--- config.mk ---
export PLATFORM = sky130hd
export DESIGN_NAME = refresh_timeout_arbiter
export DESIGN_NICKNAME = d
export VERILOG_FILES = /design/src/verilog/refresh_timeout_pkg.sv /design/src/verilog/refresh_timeout_arbiter.sv
export SDC_FILE = /design/constraint.sdc
export NUM_CORES = 1
export LEC_CHECK = 0
export BUFFER_PORTS_ARGS = -buffer_cell sky130_fd_sc_hd__buf_2
export CORE_ASPECT_RATIO = 1.5
export CORE_UTILIZATION = 50
export CTS_BUF_LIST = sky130_fd_sc_hd__clkbuf_8
export DETAILED_ROUTE_END_ITERATION = 7
export PLACE_DENSITY_LB_ADDON = 0.08
export RECOVER_POWER = 25
export SLEW_MARGIN = 25
export SYNTH_ARGS = -nofsm -noshare
export SYNTH_HDL_FRONTEND = slang
export SYNTH_SLANG_ARGS = --single-unit
--- constraint.sdc ---
create_clock -name core_clk_i -period 6.3 [get_ports core_clk_i]
set_input_delay 0.63 -clock core_clk_i [delete_from_list [all_inputs] [get_ports core_clk_i]]
set_output_delay 0.63 -clock core_clk_i [all_outputs]
set_load 0.02 [all_outputs]
--- src/verilog/refresh_timeout_pkg.sv ---
// Constants, types and register layout of the refresh timeout arbiter
// ----------------------------------------------------------------------
// ----------------------------------------------------------------------
package refresh_timeout_pkg;

  localparam int CLK_PERIOD_NS = 40;
  localparam int REF_TICK_NS = 30000;
  localparam int WATCHDOG_NS = 15000;
  localparam int STEAL_NS = 450;
  localparam int REF_TICK_CYCLES = REF_TICK_NS / CLK_PERIOD_NS;
  localparam int WATCHDOG_CYCLES = (WATCHDOG_NS + CLK_PERIOD_NS - 1) / CLK_PERIOD_NS;
  localparam int STEAL_CYCLES = STEAL_NS / CLK_PERIOD_NS;

  localparam logic [7:0] CTRL_OFS = 8'h00;
  localparam logic [7:0] TIMING_OFS = 8'h04;
  localparam logic [7:0] STATUS_OFS = 8'h08;

  localparam int CTRL_STATIC_BIT = 0;
  localparam int CTRL_CLR_OVD_BIT = 1;
  localparam logic [23:0] TIMING_RESET = 24'h266432;
  localparam int T_SETUP_POS = 0;
  localparam int T_PRE_POS = 4;
  localparam int T_SEL_POS = 8;
  localparam int T_DONE_POS = 12;
  localparam int T_SYNC_POS = 16;
  localparam int T_WR_POS = 20;
  localparam int ST_ROW_POS = 0;
  localparam int ST_REQ_BIT = 8;
  localparam int ST_GRANT_BIT = 9;
  localparam int ST_OVD_BIT = 10;
  localparam int ST_STATE_POS = 16;

  typedef enum logic [4:0] {
    S_IDLE = 5'h01,
    S_HOST = 5'h02,
    S_HOLD = 5'h04,
    S_REFR = 5'h08,
    S_STEAL = 5'h10
  } ctl_state_t;

  typedef struct packed {
    logic precharge;
    logic chip_select_strobe;
    logic mem_sync;
    logic write_strobe;
  } mem_ctl_t;

endpackage : refresh_timeout_pkg

--- src/verilog/refresh_timeout_arbiter.sv ---
// Refresh scheduling, watchdog cycle steal and access timing chain
//
// The Wishbone slave port and the register offsets were decided locally.
`timescale 1ns/1ps
`default_nettype none
module refresh_timeout_arbiter
  import refresh_timeout_pkg::*;
#(
  parameter int ROW_W = 5
) (
  input wire logic core_clk_i,
  input wire logic resetn_i,
  input wire logic wb_cyc_i,
  input wire logic wb_stb_i,
  input wire logic wb_we_i,
  input wire logic [7:0] wb_adr_i,
  input wire logic [3:0] wb_sel_i,
  input wire logic [31:0] wb_dat_i,
  output logic [31:0] wb_dat_o,
  output logic wb_ack_o,
  input wire logic host_access_request_i,
  input wire logic host_write_i,
  input wire logic host_proceed_i,
  input wire logic [ROW_W-1:0] host_row_i,
  input wire logic memory_supply_low_i,
  output mem_ctl_t mem_ctl_o,
  output logic [ROW_W-1:0] matrix_row_lines_o,
  output logic refresh_grant_o,
  output logic refresh_overdue_o,
  output logic host_done_o
);

  // --------------------------------------------------------------------
  // State
  // --------------------------------------------------------------------
  typedef struct packed {
    logic [3:0] req_s1;
    logic [3:0] req_s2;
    logic [ROW_W-1:0] row_s1;
    logic [ROW_W-1:0] row_s2;
    ctl_state_t st;
    logic [5:0] tcnt;
    logic [3:0] scnt;
    logic [9:0] tick_cnt;
    logic [8:0] wd_cnt;
    logic [ROW_W-1:0] row_cnt;
    logic ref_req;
    logic grant;
    logic overdue;
    logic ovd_seen;
    logic host_wr;
    logic done_latch;
    logic host_done;
    logic req_wait;
    mem_ctl_t ctl;
    logic [ROW_W-1:0] row_lines;
    logic static_mode;
    logic [23:0] timing;
    logic ack;
    logic [31:0] rdata;
  } state_t;

  state_t s_q;
  state_t s_d;

  logic req_p;
  logic wr_p;
  logic proceed_p;
  logic supply_low_p;
  logic tick;
  logic [5:0] t_setup;
  logic [5:0] t_pre;
  logic [5:0] t_sel;
  logic [5:0] t_done;
  logic [5:0] t_sync;
  logic [5:0] t_wr_end;
  logic wb_req;
  logic [31:0] wmask;
  logic [31:0] ctrl_word;
  logic [31:0] status_word;
  logic ref_complete;
  logic chain_start;

  // Byte lane mask from the Wishbone select lines
  for (genvar b = 0; b < 4; b++) begin : g_lane
    assign wmask[8*b +: 8] = {8{wb_sel_i[b]}};
  end

  assign req_p = s_q.req_s2[0];
  assign wr_p = s_q.req_s2[1];
  assign proceed_p = s_q.req_s2[2];
  assign supply_low_p = s_q.req_s2[3];

  // Taps are measured from the end of the address setup delay, except the write end tap, which is measured from the sync tap
  assign t_setup = {2'b00, s_q.timing[T_SETUP_POS +: 4]};
  assign t_pre = t_setup + {2'b00, s_q.timing[T_PRE_POS +: 4]};
  assign t_sel = t_setup + {2'b00, s_q.timing[T_SEL_POS +: 4]};
  assign t_done = t_setup + {2'b00, s_q.timing[T_DONE_POS +: 4]};
  assign t_sync = t_setup + {2'b00, s_q.timing[T_SYNC_POS +: 4]};
  assign t_wr_end = t_sync + {2'b00, s_q.timing[T_WR_POS +: 4]};

  assign wb_req = wb_cyc_i & wb_stb_i & ~s_q.ack;

  always_comb begin
    ctrl_word = 32'h0000_0000;
    ctrl_word[CTRL_STATIC_BIT] = s_q.static_mode;
    status_word = 32'h0000_0000;
    status_word[ST_ROW_POS +: ROW_W] = s_q.row_cnt;
    status_word[ST_REQ_BIT] = s_q.ref_req;
    status_word[ST_GRANT_BIT] = s_q.grant;
    status_word[ST_OVD_BIT] = s_q.ovd_seen;
    status_word[ST_STATE_POS +: 5] = s_q.st;
  end

  // --------------------------------------------------------------------
  // Next state
  // --------------------------------------------------------------------
  always_comb begin
    s_d = s_q;
    s_d.req_s1 = {memory_supply_low_i, host_proceed_i, host_write_i,
                  host_access_request_i};
    s_d.req_s2 = s_q.req_s1;
    s_d.row_s1 = host_row_i;
    s_d.row_s2 = s_q.row_s1;
    s_d.host_done = 1'b0;
    s_d.overdue = 1'b0;
    ref_complete = 1'b0;
    chain_start = 1'b0;
    tick = 1'b0;

    // Refresh tick divider, stopped only by low memory supply
    if (supply_low_p) begin
      s_d.tick_cnt = '0;
    end else if (s_q.tick_cnt == 10'(REF_TICK_CYCLES - 1)) begin
      s_d.tick_cnt = '0;
      tick = 1'b1;
    end else begin
      s_d.tick_cnt = s_q.tick_cnt + 10'd1;
    end

    if (tick) begin
      s_d.row_cnt = s_q.row_cnt + ROW_W'(1);
    end

    if (s_q.tcnt != 6'h3f) begin
      s_d.tcnt = s_q.tcnt + 6'd1;
    end

    // The synchronised request lags the host; it must drop before a new access
    if (!req_p) begin
      s_d.req_wait = 1'b0;
    end

    unique case (s_q.st)
      S_IDLE: begin
        s_d.ctl = '{precharge: 1'b1, default: 1'b0};
        s_d.done_latch = 1'b0;
        if (s_q.ref_req) begin
          // Refresh wins arbitration against a host request
          s_d.grant = 1'b1;
          s_d.st = S_REFR;
          chain_start = 1'b1;
          s_d.row_lines = s_q.row_cnt;
        end else if (req_p && !s_q.req_wait) begin
          s_d.st = S_HOST;
          s_d.host_wr = wr_p;
          chain_start = 1'b1;
          s_d.row_lines = s_q.row_s2;
        end
      end
      S_HOST, S_HOLD, S_REFR: begin
        if (s_q.tcnt == t_pre) begin
          s_d.ctl.precharge = 1'b0;
        end
        if (s_q.tcnt == t_sel) begin
          s_d.ctl.chip_select_strobe = 1'b1;
        end
        if (s_q.tcnt == t_sync) begin
          s_d.ctl.mem_sync = 1'b1;
          s_d.ctl.write_strobe = s_q.host_wr & (s_q.st != S_REFR);
        end
        if (s_q.tcnt == t_wr_end) begin
          s_d.ctl.write_strobe = 1'b0;
        end
        if (s_q.st == S_REFR) begin
          if (s_q.tcnt == t_done) begin
            ref_complete = 1'b1;
            s_d.grant = 1'b0;
            s_d.st = S_IDLE;
            s_d.ctl = '{precharge: 1'b1, default: 1'b0};
          end
        end else if (s_q.st == S_HOST) begin
          if (s_q.tcnt == t_done) begin
            s_d.done_latch = 1'b1;
            s_d.st = S_HOLD;
          end
        end else if (s_q.overdue) begin
          // Interrupt the hold and steal a refresh from the frozen access, then return to S_HOLD
          s_d.grant = 1'b1;
          s_d.st = S_STEAL;
          s_d.scnt = 4'(STEAL_CYCLES - 1);
          s_d.ctl = '{chip_select_strobe: 1'b1, default: 1'b0};
          s_d.row_lines = s_q.row_cnt;
        end else if (proceed_p && s_q.tcnt >= t_wr_end) begin
          // The host may not cut the write strobe short
          s_d.host_done = 1'b1;
          s_d.req_wait = 1'b1;
          s_d.done_latch = 1'b0;
          s_d.host_wr = 1'b0;
          s_d.st = S_IDLE;
          s_d.ctl = '{precharge: 1'b1, default: 1'b0};
        end
      end
      S_STEAL: begin
        // Host latches (done_latch, host_wr) stay frozen meanwhile
        if (s_q.scnt == 4'd0) begin
          ref_complete = 1'b1;
          s_d.grant = 1'b0;
          s_d.st = S_HOLD;
          s_d.row_lines = s_q.row_s2;
          s_d.ctl = '{chip_select_strobe: 1'b1, mem_sync: 1'b1, default: 1'b0};
        end else begin
          s_d.scnt = s_q.scnt - 4'd1;
        end
      end
    endcase

    if (chain_start) begin
      s_d.tcnt = '0;
    end

    // Request flip-flop; a new tick wins over completion clearing
    if (ref_complete) begin
      s_d.ref_req = 1'b0;
      s_d.wd_cnt = '0;
    end
    if (tick && !s_q.static_mode) begin
      s_d.ref_req = 1'b1;
    end

    // Watchdog runs while a request is pending outside S_STEAL; host hold locks grant out
    if (s_q.ref_req && !ref_complete && s_q.st != S_STEAL) begin
      if (s_q.wd_cnt == 9'(WATCHDOG_CYCLES - 1)) begin
        s_d.overdue = s_q.done_latch;
        s_d.ovd_seen = s_q.ovd_seen | s_q.done_latch;
        s_d.wd_cnt = '0;
      end else begin
        s_d.wd_cnt = s_q.wd_cnt + 9'd1;
      end
    end

    // Wishbone slave, one wait state, unmapped reads return zero
    s_d.ack = wb_req;
    if (wb_req) begin
      unique case (wb_adr_i)
        CTRL_OFS: s_d.rdata = ctrl_word;
        TIMING_OFS: s_d.rdata = {8'h00, s_q.timing};
        STATUS_OFS: s_d.rdata = status_word;
        default: s_d.rdata = 32'h0000_0000;
      endcase
      if (wb_we_i && wb_adr_i == CTRL_OFS) begin
        if (wb_sel_i[0]) begin
          s_d.static_mode = wb_dat_i[CTRL_STATIC_BIT];
          if (wb_dat_i[CTRL_CLR_OVD_BIT] && !s_d.overdue) begin
            s_d.ovd_seen = 1'b0;
          end
        end
      end
      if (wb_we_i && wb_adr_i == TIMING_OFS) begin
        s_d.timing = (s_q.timing & ~wmask[23:0]) | (wb_dat_i[23:0] & wmask[23:0]);
      end
    end
    if (s_q.static_mode) begin
      s_d.ref_req = 1'b0;
    end
  end

  // --------------------------------------------------------------------
  // Registers
  // --------------------------------------------------------------------
  always_ff @(posedge core_clk_i) begin
    if (!resetn_i) begin
      s_q <= '0;
      s_q.st <= S_IDLE;
      s_q.ctl <= '{precharge: 1'b1, default: 1'b0};
      s_q.timing <= TIMING_RESET;
    end else begin
      s_q <= s_d;
    end
  end

  assign wb_dat_o = s_q.rdata;
  assign wb_ack_o = s_q.ack;
  assign mem_ctl_o = s_q.ctl;
  assign matrix_row_lines_o = s_q.row_lines;
  assign refresh_grant_o = s_q.grant;
  assign refresh_overdue_o = s_q.overdue;
  assign host_done_o = s_q.host_done;

endmodule : refresh_timeout_arbiter
`default_nettype wire

---- Word-level counts from Yosys, hierarchy flattened ----
Index checks and enable logic that the tools add are counted.
operators by class
  equality and inequality tests ........... 35
  $lt $le $gt $ge ......................... 1
  bitwise logic cells ..................... 11
  mux-type cells .......................... 72
  reductions and logical operators ........ 31
  $add $sub $neg .......................... 10
operators with widths
  operator               number
  $pmux 24 s3            1
  $mux 5                 13
  $and 24x24->24         2
  $mux 8                 5
  $mux 4                 9
  $mux 9                 4
  $mux 1                 30
  $pmux 9 s3             1
  $reduce_and 5->1       5
  $eq 6x5->1             4
  $not 24->24            1
  $or 24x24->24          1
  $ne 3x3->1 const B     7
  $add 4x4->5            4
  $ne 2x2->1 const B     10
  $pmux 5 s3             1
  $mux 11                1
  $add 10x1->10 const B  1
  $eq 10x10->1 const B   1
  $ne 5x5->1 const B     2
  $add 9x1->9 const B    1
  $eq 9x9->1 const B     1
  $eq 8x3->1 const B     1
  $eq 8x4->1 const B     1
  32 further kinds       53
storage, ports and cells
  word-level logic and storage cells ...... 187
  register bits after elaboration ......... 132
  bits of input ports ..................... 58

---- Longest topological paths before layout ----
Gate-level depths: netlist of run 1.
  depth after elaboration ................. 15
  mapped depth ............................ 16

---- Worst setup path before layout of run 1 ----
OpenSTA, ideal clock, no wires.
  path type ............................... reg2reg
  from .................................... reg (tool-made name)
  to ...................................... reg s_q, in the netlist mem_ctl_o[1]
  period minus slack after synthesis ...... 3.557 ns
  data required time ...................... 6.242 ns
  library setup time ...................... 0.058 ns
  slack ................................... 2.743 ns
  stages on the path, launching flop included .. 15
  data arrival time ....................... 3.499 ns
  cells stage by stage .................... dfxtp_1 > inv_1 > fa_1 > inv_1 > ha_1 > a21o_1 > a21oi_1 > nor2b_1 > o21ai_0 > ha_1 > and3_1 > a31o_2 > o41ai_1 > o31a_1 > o21a_1
RTL lines
  what           RTL line                       source
  end, declared  refresh_timeout_arbiter.sv:63  state_t s_q;

==> tab_implementation.tex, run 1 <==
\begin{tabular}{lr}
\hline
Metric & Value \\
\hline
\multicolumn{2}{l}{\textbf{Drt}} \\
\quad Total length of routed wires & between 15,000 and 20,000 um \\
\quad Average wire per cell in the routed design & roughly 16 um \\
\quad Drt pass-1 iters & 4 \\
\quad First-iteration detailed-routing DRC count & between 150 and 200 \\
\quad Overall via count from detail\_route & 5,237 \\
\quad Post-detailed-route via-to-cell ratio & between 5 and 6 \\
\quad Total DRC errors in the routed layout & 0 \\
\quad Remaining number of nets flagged by the antenna check after routing & 0 \\
\multicolumn{2}{l}{\textbf{Clock network}} \\
\quad Post-cts sizing count & 0 \\
\quad Source-to-sink clock delay at the later pin of the worst-skew pair & approximately 430 ps \\
\quad Hold bufs inserted after CTS & 0 \\
\quad TritonCTS clock tree & done \\
\quad Setup fix buffers added after clock tree synthesis & 0 \\
\quad Number of H-tree branching levels & 4 \\
\quad Clk pin slew, worst setup/hold paths & 80 ps \\
\quad Number of buffers added by the clock tree synthesis step & 17 \\
\quad Buffer levels on the longest clock path & 2 \\
\quad Buffer type at the clock tree root & sky130\_fd\_sc\_hd\_\_clkbuf\_8 \\
\quad Clock tree sinks & $\sim$120 \\
\multicolumn{2}{l}{\textbf{Placed design}} \\
\quad Number of I/O port buffers & 85 \\
\quad HPWL after detailed placement & between 10,000 and 15,000 um \\
\quad Routability congestion estimate from global placement & approximately 0.88 \\
\multicolumn{2}{l}{\textbf{Floorplanning}} \\
\quad Number of placement rows & 51 \\
\quad Core area & around 13,000 um2 \\
\quad Vertical die dimension & around 140 um \\
\quad Chip width & slightly below 100 um \\
\quad Top-level port count & around 100 \\
\quad Full die area & roughly 14,000 um2 \\
\quad Initial standard-cell utilization of the core & around 51\% \\
\multicolumn{2}{l}{\textbf{Synth}} \\
\quad Proportion of synthesized flip-flops having asynchronous set or reset & 0\% \\
\quad Count of distinct cell types in the synthesized netlist & 75 \\
\quad Mean cell area of the mapped netlist & between 9 and 10 um2 \\
\quad Cell area after technology mapping & $\sim$6700 um2 \\
\quad Area share of the largest cell type after synthesis & between 30 and 40\% \\
\quad Largest cells by area after synthesis & sky130\_fd\_sc\_hd\_\_dfxtp\_1, sky130\_fd\_sc\_hd\_\_ha\_1, sky130\_fd\_sc\_hd\_\_nor2\_1 \\
\quad Ys flop type & sky130\_fd\_sc\_hd\_\_dfxtp\_1 \\
\quad Count of yosys warnings during synthesis & 0 \\
\quad Synthesis-stage register bit count & between 100 and 150 \\
\quad Cell count after synthesis & approximately 730 \\
\quad Number of enable flip-flop cells after synthesis & 0 \\
\quad Sequential fraction of the synthesis area & a little under two fifths \\
\quad Largest area contributor in the netlist & sky130\_fd\_sc\_hd\_\_dfxtp\_1 \\
\multicolumn{2}{l}{\textbf{Critical path}} \\
\quad Nature of the critical path endpoint & flop \\
\quad Largest fanout on the critical path & 8 \\
\quad Reg2Reg Depth & 13 \\
\quad Worst reg2reg setup slack & $\sim$2200 ps \\
\quad Data arrival time of the critical path & approximately 4500 ps \\
\quad Critical path required time & 6680 ps \\
\quad Terminus of the critical flop-to-flop path & mem\_ctl\_o[1] \\
\quad CP startpoint kind & flop \\
\quad Class of the most critical setup path & reg2reg \\
\multicolumn{2}{l}{\textbf{Worst hold path}} \\
\quad Worst Min Path Start & host\_row\_i[0] \\
\quad Hold endpoint & s\_d[114] \\
\quad Type of the most critical hold path & in2reg \\
\quad Number of stages on the worst hold path & 2 \\
\multicolumn{2}{l}{\textbf{Timing}} \\
\quad Peak Freq & between 0.2 and 0.25 GHz \\
\quad Worst Max-Slew Pin Slew & 2720 ps \\
\quad Post-Route Setup TNS & 0 ps \\
\quad Unrepaired setup endpoints after global routing & false \\
\quad Final clock period utilization by the worst path & about two thirds \\
\quad Final setup violation count & 0 \\
\quad Total count of max-transition violations in the final report & roughly 110 \\
\quad Final Hold Viols & 0 \\
\quad Max-slew headroom & -81.1\% \\
\quad Final critical-path required period & about 4000 ps \\
\quad Post-route clock skew & about 17 ps \\
\multicolumn{2}{l}{\textbf{Power and ir drop}} \\
\quad Areal power density over the cells & $\sim$280 nW/um2 \\
\quad Peak ir drop on the vdd network & $\sim$140 uV \\
\quad Leakage power summed over all cells & 0.00306 uW \\
\quad PnR Total Power & $\sim$2000 uW \\
\multicolumn{2}{l}{\textbf{Cells and area}} \\
\quad Final net count & roughly 870 \\
\quad Number of inserted diodes & 0 \\
\quad Area grow syn2layout & 8.88\% \\
\quad Share of layout cells above drive strength 1 & roughly 17\% \\
\multicolumn{2}{l}{\textbf{Outcome}} \\
\quad Failing checks & max-capacitance violations, max-slew violations \\
\quad Result of the run & finished with violations \\
\multicolumn{2}{l}{\textbf{Global route}} \\
\quad First-pass GRT wire length & around 24,000 um \\
\quad Overall overflow remaining after global route & 0 \\
\quad Maximum number of pins on one net before global-route repair & just over 60 \\
\quad Via count of the first global-routing pass & $\sim$5,000 \\
\quad Number of antenna violations at the first check in global routing & 0 \\
\quad Global-route total usage across every layer & about 23\% \\
\multicolumn{2}{l}{\textbf{Job}} \\
\quad Max capacitance violation total & 2 \\
\hline
\end{tabular}
==> worst max-delay path by stage <==
stage	start	end	cells past startpoint
after global placement	flop	mem_ctl_o[1]	14
after floorplan	flop	mem_ctl_o[1]	14
after detailed placement	flop	mem_ctl_o[1]	13
after CTS	flop	mem_ctl_o[1]	13
final	flop	mem_ctl_o[1]	13
after global routing	resetn_i	s_q[110]	6
==> metrics by stage <==
step                      utilization (%)  setup WS (ps)  instances  cell area (um2)  hold slack (ps)
after floorplan                         -           2740        736             6680              412
after global placement               53.0           2340        911             6870              416
after detailed placement             53.0           2250        911             6870              420
after CTS                            56.0           2190        943             7260              373
after global routing                 55.9           1890        944             7240              386
final                                55.9           2210        944             7240              399
==> placed cells by master, fill, tap and decap left out, types with 6 or more instances in the layout <==
cell type and count:
sky130_fd_sc_hd__dfxtp_1 124, sky130_fd_sc_hd__nor2_1 92, sky130_fd_sc_hd__buf_2 64, sky130_fd_sc_hd__a21oi_1 35
sky130_fd_sc_hd__ha_1 34, sky130_fd_sc_hd__nand2_1 30, sky130_fd_sc_hd__a22oi_1 29, sky130_fd_sc_hd__mux2i_1 28
sky130_fd_sc_hd__clkbuf_1 23, sky130_fd_sc_hd__inv_1 22, sky130_fd_sc_hd__xor2_1 21, sky130_fd_sc_hd__xnor2_1 21
sky130_fd_sc_hd__clkbuf_8 18, sky130_fd_sc_hd__and2_1 14, sky130_fd_sc_hd__nand3_1 13, sky130_fd_sc_hd__a2bb2oi_1 13
sky130_fd_sc_hd__o21ai_0 11, sky130_fd_sc_hd__a21o_1 10, sky130_fd_sc_hd__nor3_1 10, sky130_fd_sc_hd__a31oi_1 10
sky130_fd_sc_hd__nand4_1 10, sky130_fd_sc_hd__and3_1 9, sky130_fd_sc_hd__and2_0 9, sky130_fd_sc_hd__conb_1 8
sky130_fd_sc_hd__a311oi_1 7, sky130_fd_sc_hd__nand2b_1 6, sky130_fd_sc_hd__nor3b_1 6, sky130_fd_sc_hd__or4_1 6
==> synthesized netlist by cell type, types with 19 or more instances <==
master	n
sky130_fd_sc_hd__and2_1	23
sky130_fd_sc_hd__inv_1	20
sky130_fd_sc_hd__a21oi_1	35
sky130_fd_sc_hd__dfxtp_1	124
sky130_fd_sc_hd__buf_4	43
sky130_fd_sc_hd__nor2_1	92
sky130_fd_sc_hd__ha_1	34
sky130_fd_sc_hd__xor2_1	21
sky130_fd_sc_hd__clkbuf_1	19
sky130_fd_sc_hd__xnor2_1	21
sky130_fd_sc_hd__a22oi_1	29
sky130_fd_sc_hd__mux2i_1	28
sky130_fd_sc_hd__nand2_1	30
==> routing by layer <==
layer,GRT usage [%],wire length (um),up-vias
met2,40.4,7970,125
met1,25.6,6260,2459
met4,12.6,495,0
met3,3.67,519,32
li1,-,-,2621
met5,0,0,-
==> layout make-up <==
type                       instances  area [um2]
clock buffer                      18         248
clock inverter                    14         146
fill                            1225        5710
inverter                          21        78.8
multi-input combinational        519        3660
sequential                       124        2480
tap                              159         199
timing repair buffer              89         429
==> critical path: stages, from the launching register on <==
cell                      delay, ps
sky130_fd_sc_hd__dfxtp_1        590
sky130_fd_sc_hd__inv_1          250
sky130_fd_sc_hd__fa_1           500
sky130_fd_sc_hd__xnor2_1        310
sky130_fd_sc_hd__ha_1           330
sky130_fd_sc_hd__a21o_1         180
sky130_fd_sc_hd__a21oi_1        170
sky130_fd_sc_hd__xor2_1         190
sky130_fd_sc_hd__ha_1           260
sky130_fd_sc_hd__and3_1         200
sky130_fd_sc_hd__a31o_2         310
sky130_fd_sc_hd__o41ai_1        460
sky130_fd_sc_hd__o31a_1         180
sky130_fd_sc_hd__o21a_1         110
==> logic make-up after synthesis <==
logic type	synth area share, %
other	0.0564
multiplexers	4.21
buffers and inverters	8.12
AO/OA/AOI/OAI	15.3
adder cells (fa/ha/maj)	7.90
XOR/XNOR	6.11
flip-flops	37.3
AND/OR/NAND/NOR	21.0
==> power breakdown <==
part / internal, uW / total (uW) / switching (uW)
Combinational: 168 / 429 / 260
Clock: 363 / 691 / 328
Sequential: 832 / 896 / 64.4
Power figures use the tool's default switching activity.
==> run 2: changes to the inputs <==
clock period = 3.72 ns   (was 6.3 ns; I/O delays follow)
==> tab_implementation.tex, run 2 (synthesized netlist as in run 1, its figures left out) <==
\begin{tabular}{lr}
\hline
Metric & Value \\
\hline
\multicolumn{2}{l}{\textbf{Timing}} \\
\quad Max-slew headroom & $\sim$17\% \\
\quad Final clock period utilization by the worst path & 95.4\% \\
\quad Post-route clock skew & approximately 13 ps \\
\quad Total count of max-transition violations in the final report & 0 \\
\quad Final critical-path required period & between 3000 and 4000 ps \\
\quad Unrepaired setup endpoints after global routing & false \\
\quad Final setup violation count & 0 \\
\quad Worst Max-Slew Pin Slew & roughly 1200 ps \\
\quad Peak Freq & approximately 0.28 GHz \\
\quad Post-Route Setup TNS & 0 ps \\
\quad Final Hold Viols & 0 \\
\quad Post-Route Hold Slack & approximately 130 ps \\
\multicolumn{2}{l}{\textbf{Critical path}} \\
\quad Worst reg2reg setup slack & around 170 ps \\
\quad Critical path required time & about 4100 ps \\
\quad Reg2Reg Depth & 14 \\
\quad Largest fanout on the critical path & 7 \\
\quad Class of the most critical setup path & reg2reg \\
\quad CP peak stage delay & 510 ps \\
\quad Critical-path top delay cell & sky130\_fd\_sc\_hd\_\_or4b\_1 \\
\quad Most Frequent Cell on Critical Path & sky130\_fd\_sc\_hd\_\_inv\_1 \\
\quad CP startpoint kind & flop \\
\quad Endpoint of the most critical setup path & s\_q[70] \\
\quad Nature of the critical path endpoint & flop \\
\quad Crit-path cells & ha\_2 > inv\_1 > fa\_2 > fa\_1 > inv\_1 > a21o\_1 > a21oi\_1 > xor2\_1 > ha\_1 > and3\_1 > a31o\_2 > a22oi\_2 > or4b\_1 > a21oi\_2 \\
\quad Terminus of the critical flop-to-flop path & s\_q[70] \\
\quad Data arrival time of the critical path & between 3000 and 4000 ps \\
\multicolumn{2}{l}{\textbf{Cells and area}} \\
\quad Commonest non-fill, non-tap cells in the layout & sky130\_fd\_sc\_hd\_\_dfxtp\_1, sky130\_fd\_sc\_hd\_\_nor2\_1, sky130\_fd\_sc\_hd\_\_buf\_2 \\
\quad Final net count & a little under 900 \\
\quad Number of inserted diodes & 0 \\
\quad FILL cells & 1,214 \\
\quad Final core occ & 57.0\% \\
\quad Final Non-Filler Cells & approximately 950 \\
\quad Share of layout cells above drive strength 1 & 18.4\% \\
\quad Area grow syn2layout & 11.0\% \\
\quad Most common cell after layout, fill and taps aside & sky130\_fd\_sc\_hd\_\_dfxtp\_1 \\
\multicolumn{2}{l}{\textbf{Power and ir drop}} \\
\quad Areal power density over the cells & roughly 470 nW/um2 \\
\quad Leakage power summed over all cells & 0.00312 uW \\
\quad Peak ir drop on the vdd network & approximately 250 uV \\
\multicolumn{2}{l}{\textbf{Outcome}} \\
\quad Result of the run & completed \\
\multicolumn{2}{l}{\textbf{Placed design}} \\
\quad Cell count after placement & $\sim$920 \\
\quad Routability congestion estimate from global placement & roughly 0.91 \\
\quad Number of I/O port buffers & 85 \\
\quad HPWL after detailed placement & 12,100 um \\
\multicolumn{2}{l}{\textbf{Global route}} \\
\quad First-pass GRT wire length & 25,300 um \\
\quad Via count of the first global-routing pass & slightly above 5,000 \\
\quad Maximum number of pins on one net before global-route repair & 60 \\
\quad Number of antenna violations at the first check in global routing & 0 \\
\quad Overall overflow remaining after global route & 0 \\
\quad Global-route total usage across every layer & around a quarter \\
\multicolumn{2}{l}{\textbf{Clock network}} \\
\quad Number of buffers added by the clock tree synthesis step & 17 \\
\quad Hold bufs inserted after CTS & 0 \\
\quad Buffer type at the clock tree root & sky130\_fd\_sc\_hd\_\_clkbuf\_8 \\
\quad Clock tree sinks & 124 \\
\quad Number of H-tree branching levels & 4 \\
\quad Clk pin slew, worst setup/hold paths & about 70 ps \\
\quad Buffer levels on the longest clock path & 2 \\
\quad TritonCTS clock tree & done \\
\quad Source-to-sink clock delay at the later pin of the worst-skew pair & 440 ps \\
\multicolumn{2}{l}{\textbf{Drt}} \\
\quad Overall via count from detail\_route & about 5,300 \\
\quad First-iteration detailed-routing DRC count & roughly 210 \\
\quad Remaining number of nets flagged by the antenna check after routing & 0 \\
\quad Post-detailed-route via-to-cell ratio & 5.60 \\
\quad Total DRC errors in the routed layout & 0 \\
\quad Drt pass-1 iters & 4 \\
\quad Average wire per cell in the routed design & approximately 17 um \\
\quad Total length of routed wires & approximately 16,000 um \\
\multicolumn{2}{l}{\textbf{Floorplanning}} \\
\quad Vertical die dimension & about 140 um \\
\quad Full die area & 13,800 um2 \\
\quad Top-level port count & between 100 and 150 \\
\quad Core area & 13,000 um2 \\
\quad Chip width & 96.2 um \\
\quad Number of placement rows & 51 \\
\quad Initial standard-cell utilization of the core & a little over 50\% \\
\multicolumn{2}{l}{\textbf{Worst hold path}} \\
\quad Type of the most critical hold path & in2reg \\
\multicolumn{2}{l}{\textbf{Job}} \\
\quad Max capacitance violation total & 0 \\
\hline
\end{tabular}
==> run 2: changes by cell type in the layout (fill, tap and decap cells not counted), sizes merged <==
cell,before,now
clkbuf,41,42
bufinv,2,3
clkinvlp,4,3
inv,25,23
buf,66,74
==> run 2: how the worst min path moves through the flow <==
stage	startpoint	endpoint	slack, ps	depth (start not counted)
finish	memory_supply_low_i	s_d[127]	130	2
floorplan	s_d[126]	proceed_p	410	1
detailed placement	s_d[127]	s_q[127]	420	1
global route	host_row_i[2]	s_d[116]	110	2
global placement	s_d[125]	s_q[125]	420	1
CTS	memory_supply_low_i	s_d[127]	110	2
==> run 2: where the power goes <==
group | leakage, uW | switching (uW) | internal (uW)
sequential | 0.00101 | 113 | 1410
combinational | 0.00191 | 444 | 300
clock | 0.000208 | 552 | 690
==> run 2: stage by stage <==
step,setup WS (ps),area [um2],total power (uW)
after floorplan,163,6680,2140
after global placement,98.0,6920,2260
after detailed placement,-54.8,6920,2280
after CTS,11.2,7340,3520
after global routing,9.25,7380,3680
final,170,7380,3510
==> run 2: layout make-up <==
cell class | instances | area (um2) | share of cell area (%)
timing repair buffer | 97 | 488 | 6.61
tap | 159 | 199 | 2.69
clock buffer | 19 | 262 | 3.54
multi-input combinational | 519 | 3720 | 50.4
sequential | 124 | 2480 | 33.6
inverter | 21 | 78.8 | 1.07
clock inverter | 12 | 150 | 2.03
==> run 2: metal layers <==
metal / vias up / share of wire [%] / track usage [%]
li1: 2630 / - / -
met1: 2529 / 40 / 26.5
met2: 133 / 52 / 43.4
met3: 33 / 3.8 / 5.27
met4: 0 / 4.0 / 13.2
met5: - / 0 / 0
==> run 2: repair_timing <==
| item | CTS | global route |
|---|---|---|
| endpoints found under the setup margin | 2 | 9 |
| buffers inserted | 0 | 1 |
| gates resized for setup | 1 | 11 |
| cloned | 0 | 0 |
| pin swaps | 0 | 4 |
==> run 2: worst max-delay path, delay by kind of cell (launching register included) <==
| family | cells | cell delay, ps |
|---|---|---|
| fa+ha+maj | 4 | 1440 |
| xor+xnor | 1 | 150 |
| flops | 1 | 340 |
| compound gates | 5 | 730 |
| simple gates | 2 | 690 |
| buf+inv | 2 | 130 |
==> run 3: changes to the inputs <==
--- a/config.mk
+++ b/config.mk
@@ -7,2 +7,3 @@
 export LEC_CHECK = 0
+export ABC_CLOCK_PERIOD_IN_PS = 3720
 export BUFFER_PORTS_ARGS = -buffer_cell sky130_fd_sc_hd__buf_2
==> constraint.sdc (replaced) <==
create_clock -name core_clk_i -period 3.72 [get_ports core_clk_i]
set_input_delay 0.744 -clock core_clk_i [delete_from_list [all_inputs] [get_ports core_clk_i]]
set_output_delay 0.744 -clock core_clk_i [all_outputs]
set_load 0.02 [all_outputs]
==> tab_implementation.tex, run 3 (synthesized netlist as in run 1, its figures left out) <==
\begin{tabular}{lr}
\hline
Metric & Value \\
\hline
\multicolumn{2}{l}{\textbf{Cells and area}} \\
\quad Commonest non-fill, non-tap cells in the layout & sky130\_fd\_sc\_hd\_\_dfxtp\_1, sky130\_fd\_sc\_hd\_\_nor2\_1, sky130\_fd\_sc\_hd\_\_buf\_2 \\
\quad Cell area after layout & 7330 um2 \\
\quad FILL cells & 1,229 \\
\quad Share of layout cells above drive strength 1 & 19.8\% \\
\quad Number of inserted diodes & 0 \\
\quad Final Non-Filler Cells & between 900 and 1,000 \\
\quad Area grow syn2layout & 10.1\% \\
\quad Final net count & between 800 and 900 \\
\quad Most common cell after layout, fill and taps aside & sky130\_fd\_sc\_hd\_\_dfxtp\_1 \\
\multicolumn{2}{l}{\textbf{Drt}} \\
\quad First-iteration detailed-routing DRC count & $\sim$240 \\
\quad Total DRC errors in the routed layout & 0 \\
\quad Remaining number of nets flagged by the antenna check after routing & 0 \\
\quad Average wire per cell in the routed design & approximately 17 um \\
\quad Post-detailed-route via-to-cell ratio & $\sim$5.6 \\
\quad Total length of routed wires & 15,900 um \\
\quad Drt pass-1 iters & 5 \\
\quad Overall via count from detail\_route & 5,359 \\
\multicolumn{2}{l}{\textbf{Timing}} \\
\quad Final critical-path required period & $\sim$3600 ps \\
\quad Max-slew headroom & -36.8\% \\
\quad Final Hold Viols & 0 \\
\quad Final clock period utilization by the worst path & between 90\% and 100\% \\
\quad Final worst setup slack & around 160 ps \\
\quad Post-Route Setup TNS & 0 ps \\
\quad Peak Freq & approximately 0.28 GHz \\
\quad Final setup violation count & 0 \\
\quad Post-route clock skew & about 11 ps \\
\quad Total count of max-transition violations in the final report & 47 \\
\quad Worst Max-Slew Pin Slew & $\sim$2100 ps \\
\quad Unrepaired setup endpoints after global routing & true \\
\multicolumn{2}{l}{\textbf{Critical path}} \\
\quad Data arrival time of the critical path & 3930 ps \\
\quad Nature of the critical path endpoint & flop \\
\quad CP peak stage delay & approximately 570 ps \\
\quad Worst reg2reg setup slack & 160 ps \\
\quad Crit-path cells & ha\_2 > inv\_1 > fa\_2 > inv\_1 > ha\_1 > a21o\_1 > a21oi\_2 > nor2b\_1 > o21ai\_0 > ha\_1 > and3\_1 > a31o\_2 > o41ai\_2 > o31a\_1 > o21a\_1 \\
\quad CP startpoint kind & flop \\
\quad Class of the most critical setup path & reg2reg \\
\quad Critical-path top delay cell & sky130\_fd\_sc\_hd\_\_fa\_2 \\
\quad Critical path required time & 4090 ps \\
\quad Largest fanout on the critical path & 7 \\
\multicolumn{2}{l}{\textbf{Global route}} \\
\quad Global-route total usage across every layer & 24.2\% \\
\quad Maximum number of pins on one net before global-route repair & 47 \\
\quad First-pass GRT wire length & 25,300 um \\
\quad Number of antenna violations at the first check in global routing & 0 \\
\quad Via count of the first global-routing pass & $\sim$5,300 \\
\quad Overall overflow remaining after global route & 0 \\
\multicolumn{2}{l}{\textbf{Placed design}} \\
\quad HPWL after detailed placement & between 10,000 and 15,000 um \\
\quad Routability congestion estimate from global placement & $\sim$0.9 \\
\quad Cell count after placement & a little over 900 \\
\quad Cell area after placement & 6930 um2 \\
\quad Number of I/O port buffers & 85 \\
\quad Worst slack at placement & roughly 33 ps \\
\multicolumn{2}{l}{\textbf{Clock network}} \\
\quad Buffer levels on the longest clock path & 2 \\
\quad Source-to-sink clock delay at the later pin of the worst-skew pair & 420 ps \\
\quad Clock tree sinks & between 100 and 150 \\
\quad Number of buffers added by the clock tree synthesis step & 17 \\
\quad Number of H-tree branching levels & 4 \\
\quad TritonCTS clock tree & done \\
\quad Buffer type at the clock tree root & sky130\_fd\_sc\_hd\_\_clkbuf\_8 \\
\quad Clk pin slew, worst setup/hold paths & approximately 70 ps \\
\multicolumn{2}{l}{\textbf{Outcome}} \\
\quad Failing checks & max-capacitance violations, max-slew violations \\
\quad Result of the run & finished with violations \\
\multicolumn{2}{l}{\textbf{Floorplanning}} \\
\quad Core area & approximately 13,000 um2 \\
\quad Full die area & 13,800 um2 \\
\quad Vertical die dimension & between 100 and 150 um \\
\quad Initial standard-cell utilization of the core & 51.4\% \\
\quad Chip width & 96.2 um \\
\quad Number of placement rows & between 50 and 60 \\
\quad Top-level port count & approximately 100 \\
\multicolumn{2}{l}{\textbf{Power and ir drop}} \\
\quad Leakage power summed over all cells & between 0.003 and 0.004 uW \\
\quad Peak ir drop on the vdd network & between 300 and 400 uV \\
\quad Areal power density over the cells & about 460 nW/um2 \\
\quad PnR Total Power & approximately 3400 uW \\
\multicolumn{2}{l}{\textbf{Worst hold path}} \\
\quad Type of the most critical hold path & reg2reg \\
\multicolumn{2}{l}{\textbf{Job}} \\
\quad Max capacitance violation total & 1 \\
\hline
\end{tabular}
-- run 3: cell count changes in the layout (fill, tap and decap cells not counted), sizes merged --
cell,before,now
buf,74,85
clkinvlp,3,4
clkinv,4,6
clkbuf,42,33
inv,23,21
bufinv,3,1
-- run 3: per-stage QoR --
step | utilization (%) | hold WS [ps]
2_1_floorplan | - | 412
3_3_place_gp | 53.5 | 416
3_5_place_dp | 53.5 | 419
4_1_cts | 56.3 | 433
5_1_grt | 56.6 | 445
6_report | 56.6 | 430
-- run 3: cell type report --
class                      count  area [um2]  area share, %
multi-input combinational    519        3690           50.3
sequential                   124        2480           33.9
timing repair buffer          98         508           6.93
clock buffer                  20         275           3.76
tap                          159         199           2.71
clock inverter                11        96.3           1.31
inverter                      21        78.8           1.08
-- run 3: worst max-delay path: cells and delay by family (launching register included) --
family	cells	cell delay, ps
AO/OA/AOI/OAI	7	1470
adder cells (fa/ha/maj)	4	1320
buffers and inverters	2	110
flip-flops	1	370
AND/OR/NAND/NOR	2	250
-- run 3: worst paths after layout --
check                               from           end  cells past startpoint
worst max register to register      flop  mem_ctl_o[1]                     15
worst max-delay path                flop  mem_ctl_o[1]                     15
worst min-delay path            s_d[124]         req_p                      1
worst min register to register  s_d[124]         req_p                      1
-- run 3: routing by layer --
layer	share of wire, %	vias up	wire length, um	global-route usage (%)
li1	-	2638	-	-
met1	41	2535	6530	26.6
met2	51	147	8060	42.6
met3	3.7	39	595	5.01
met4	4.4	0	694	13.2
met5	0	-	0	0
-- run 3: repair_timing --
item                                    4_1_cts  5_1_grt
resized for setup                             0        7
hold buffers                                  0        0
endpoints found under the setup margin        0        4
setup buffers                                 0        1
-- run 3: report_power, final --
| group | internal, uW | switching (uW) |
|---|---|---|
| clock network | 573 | 538 |
| logic | 298 | 440 |
| registers | 1410 | 112 |
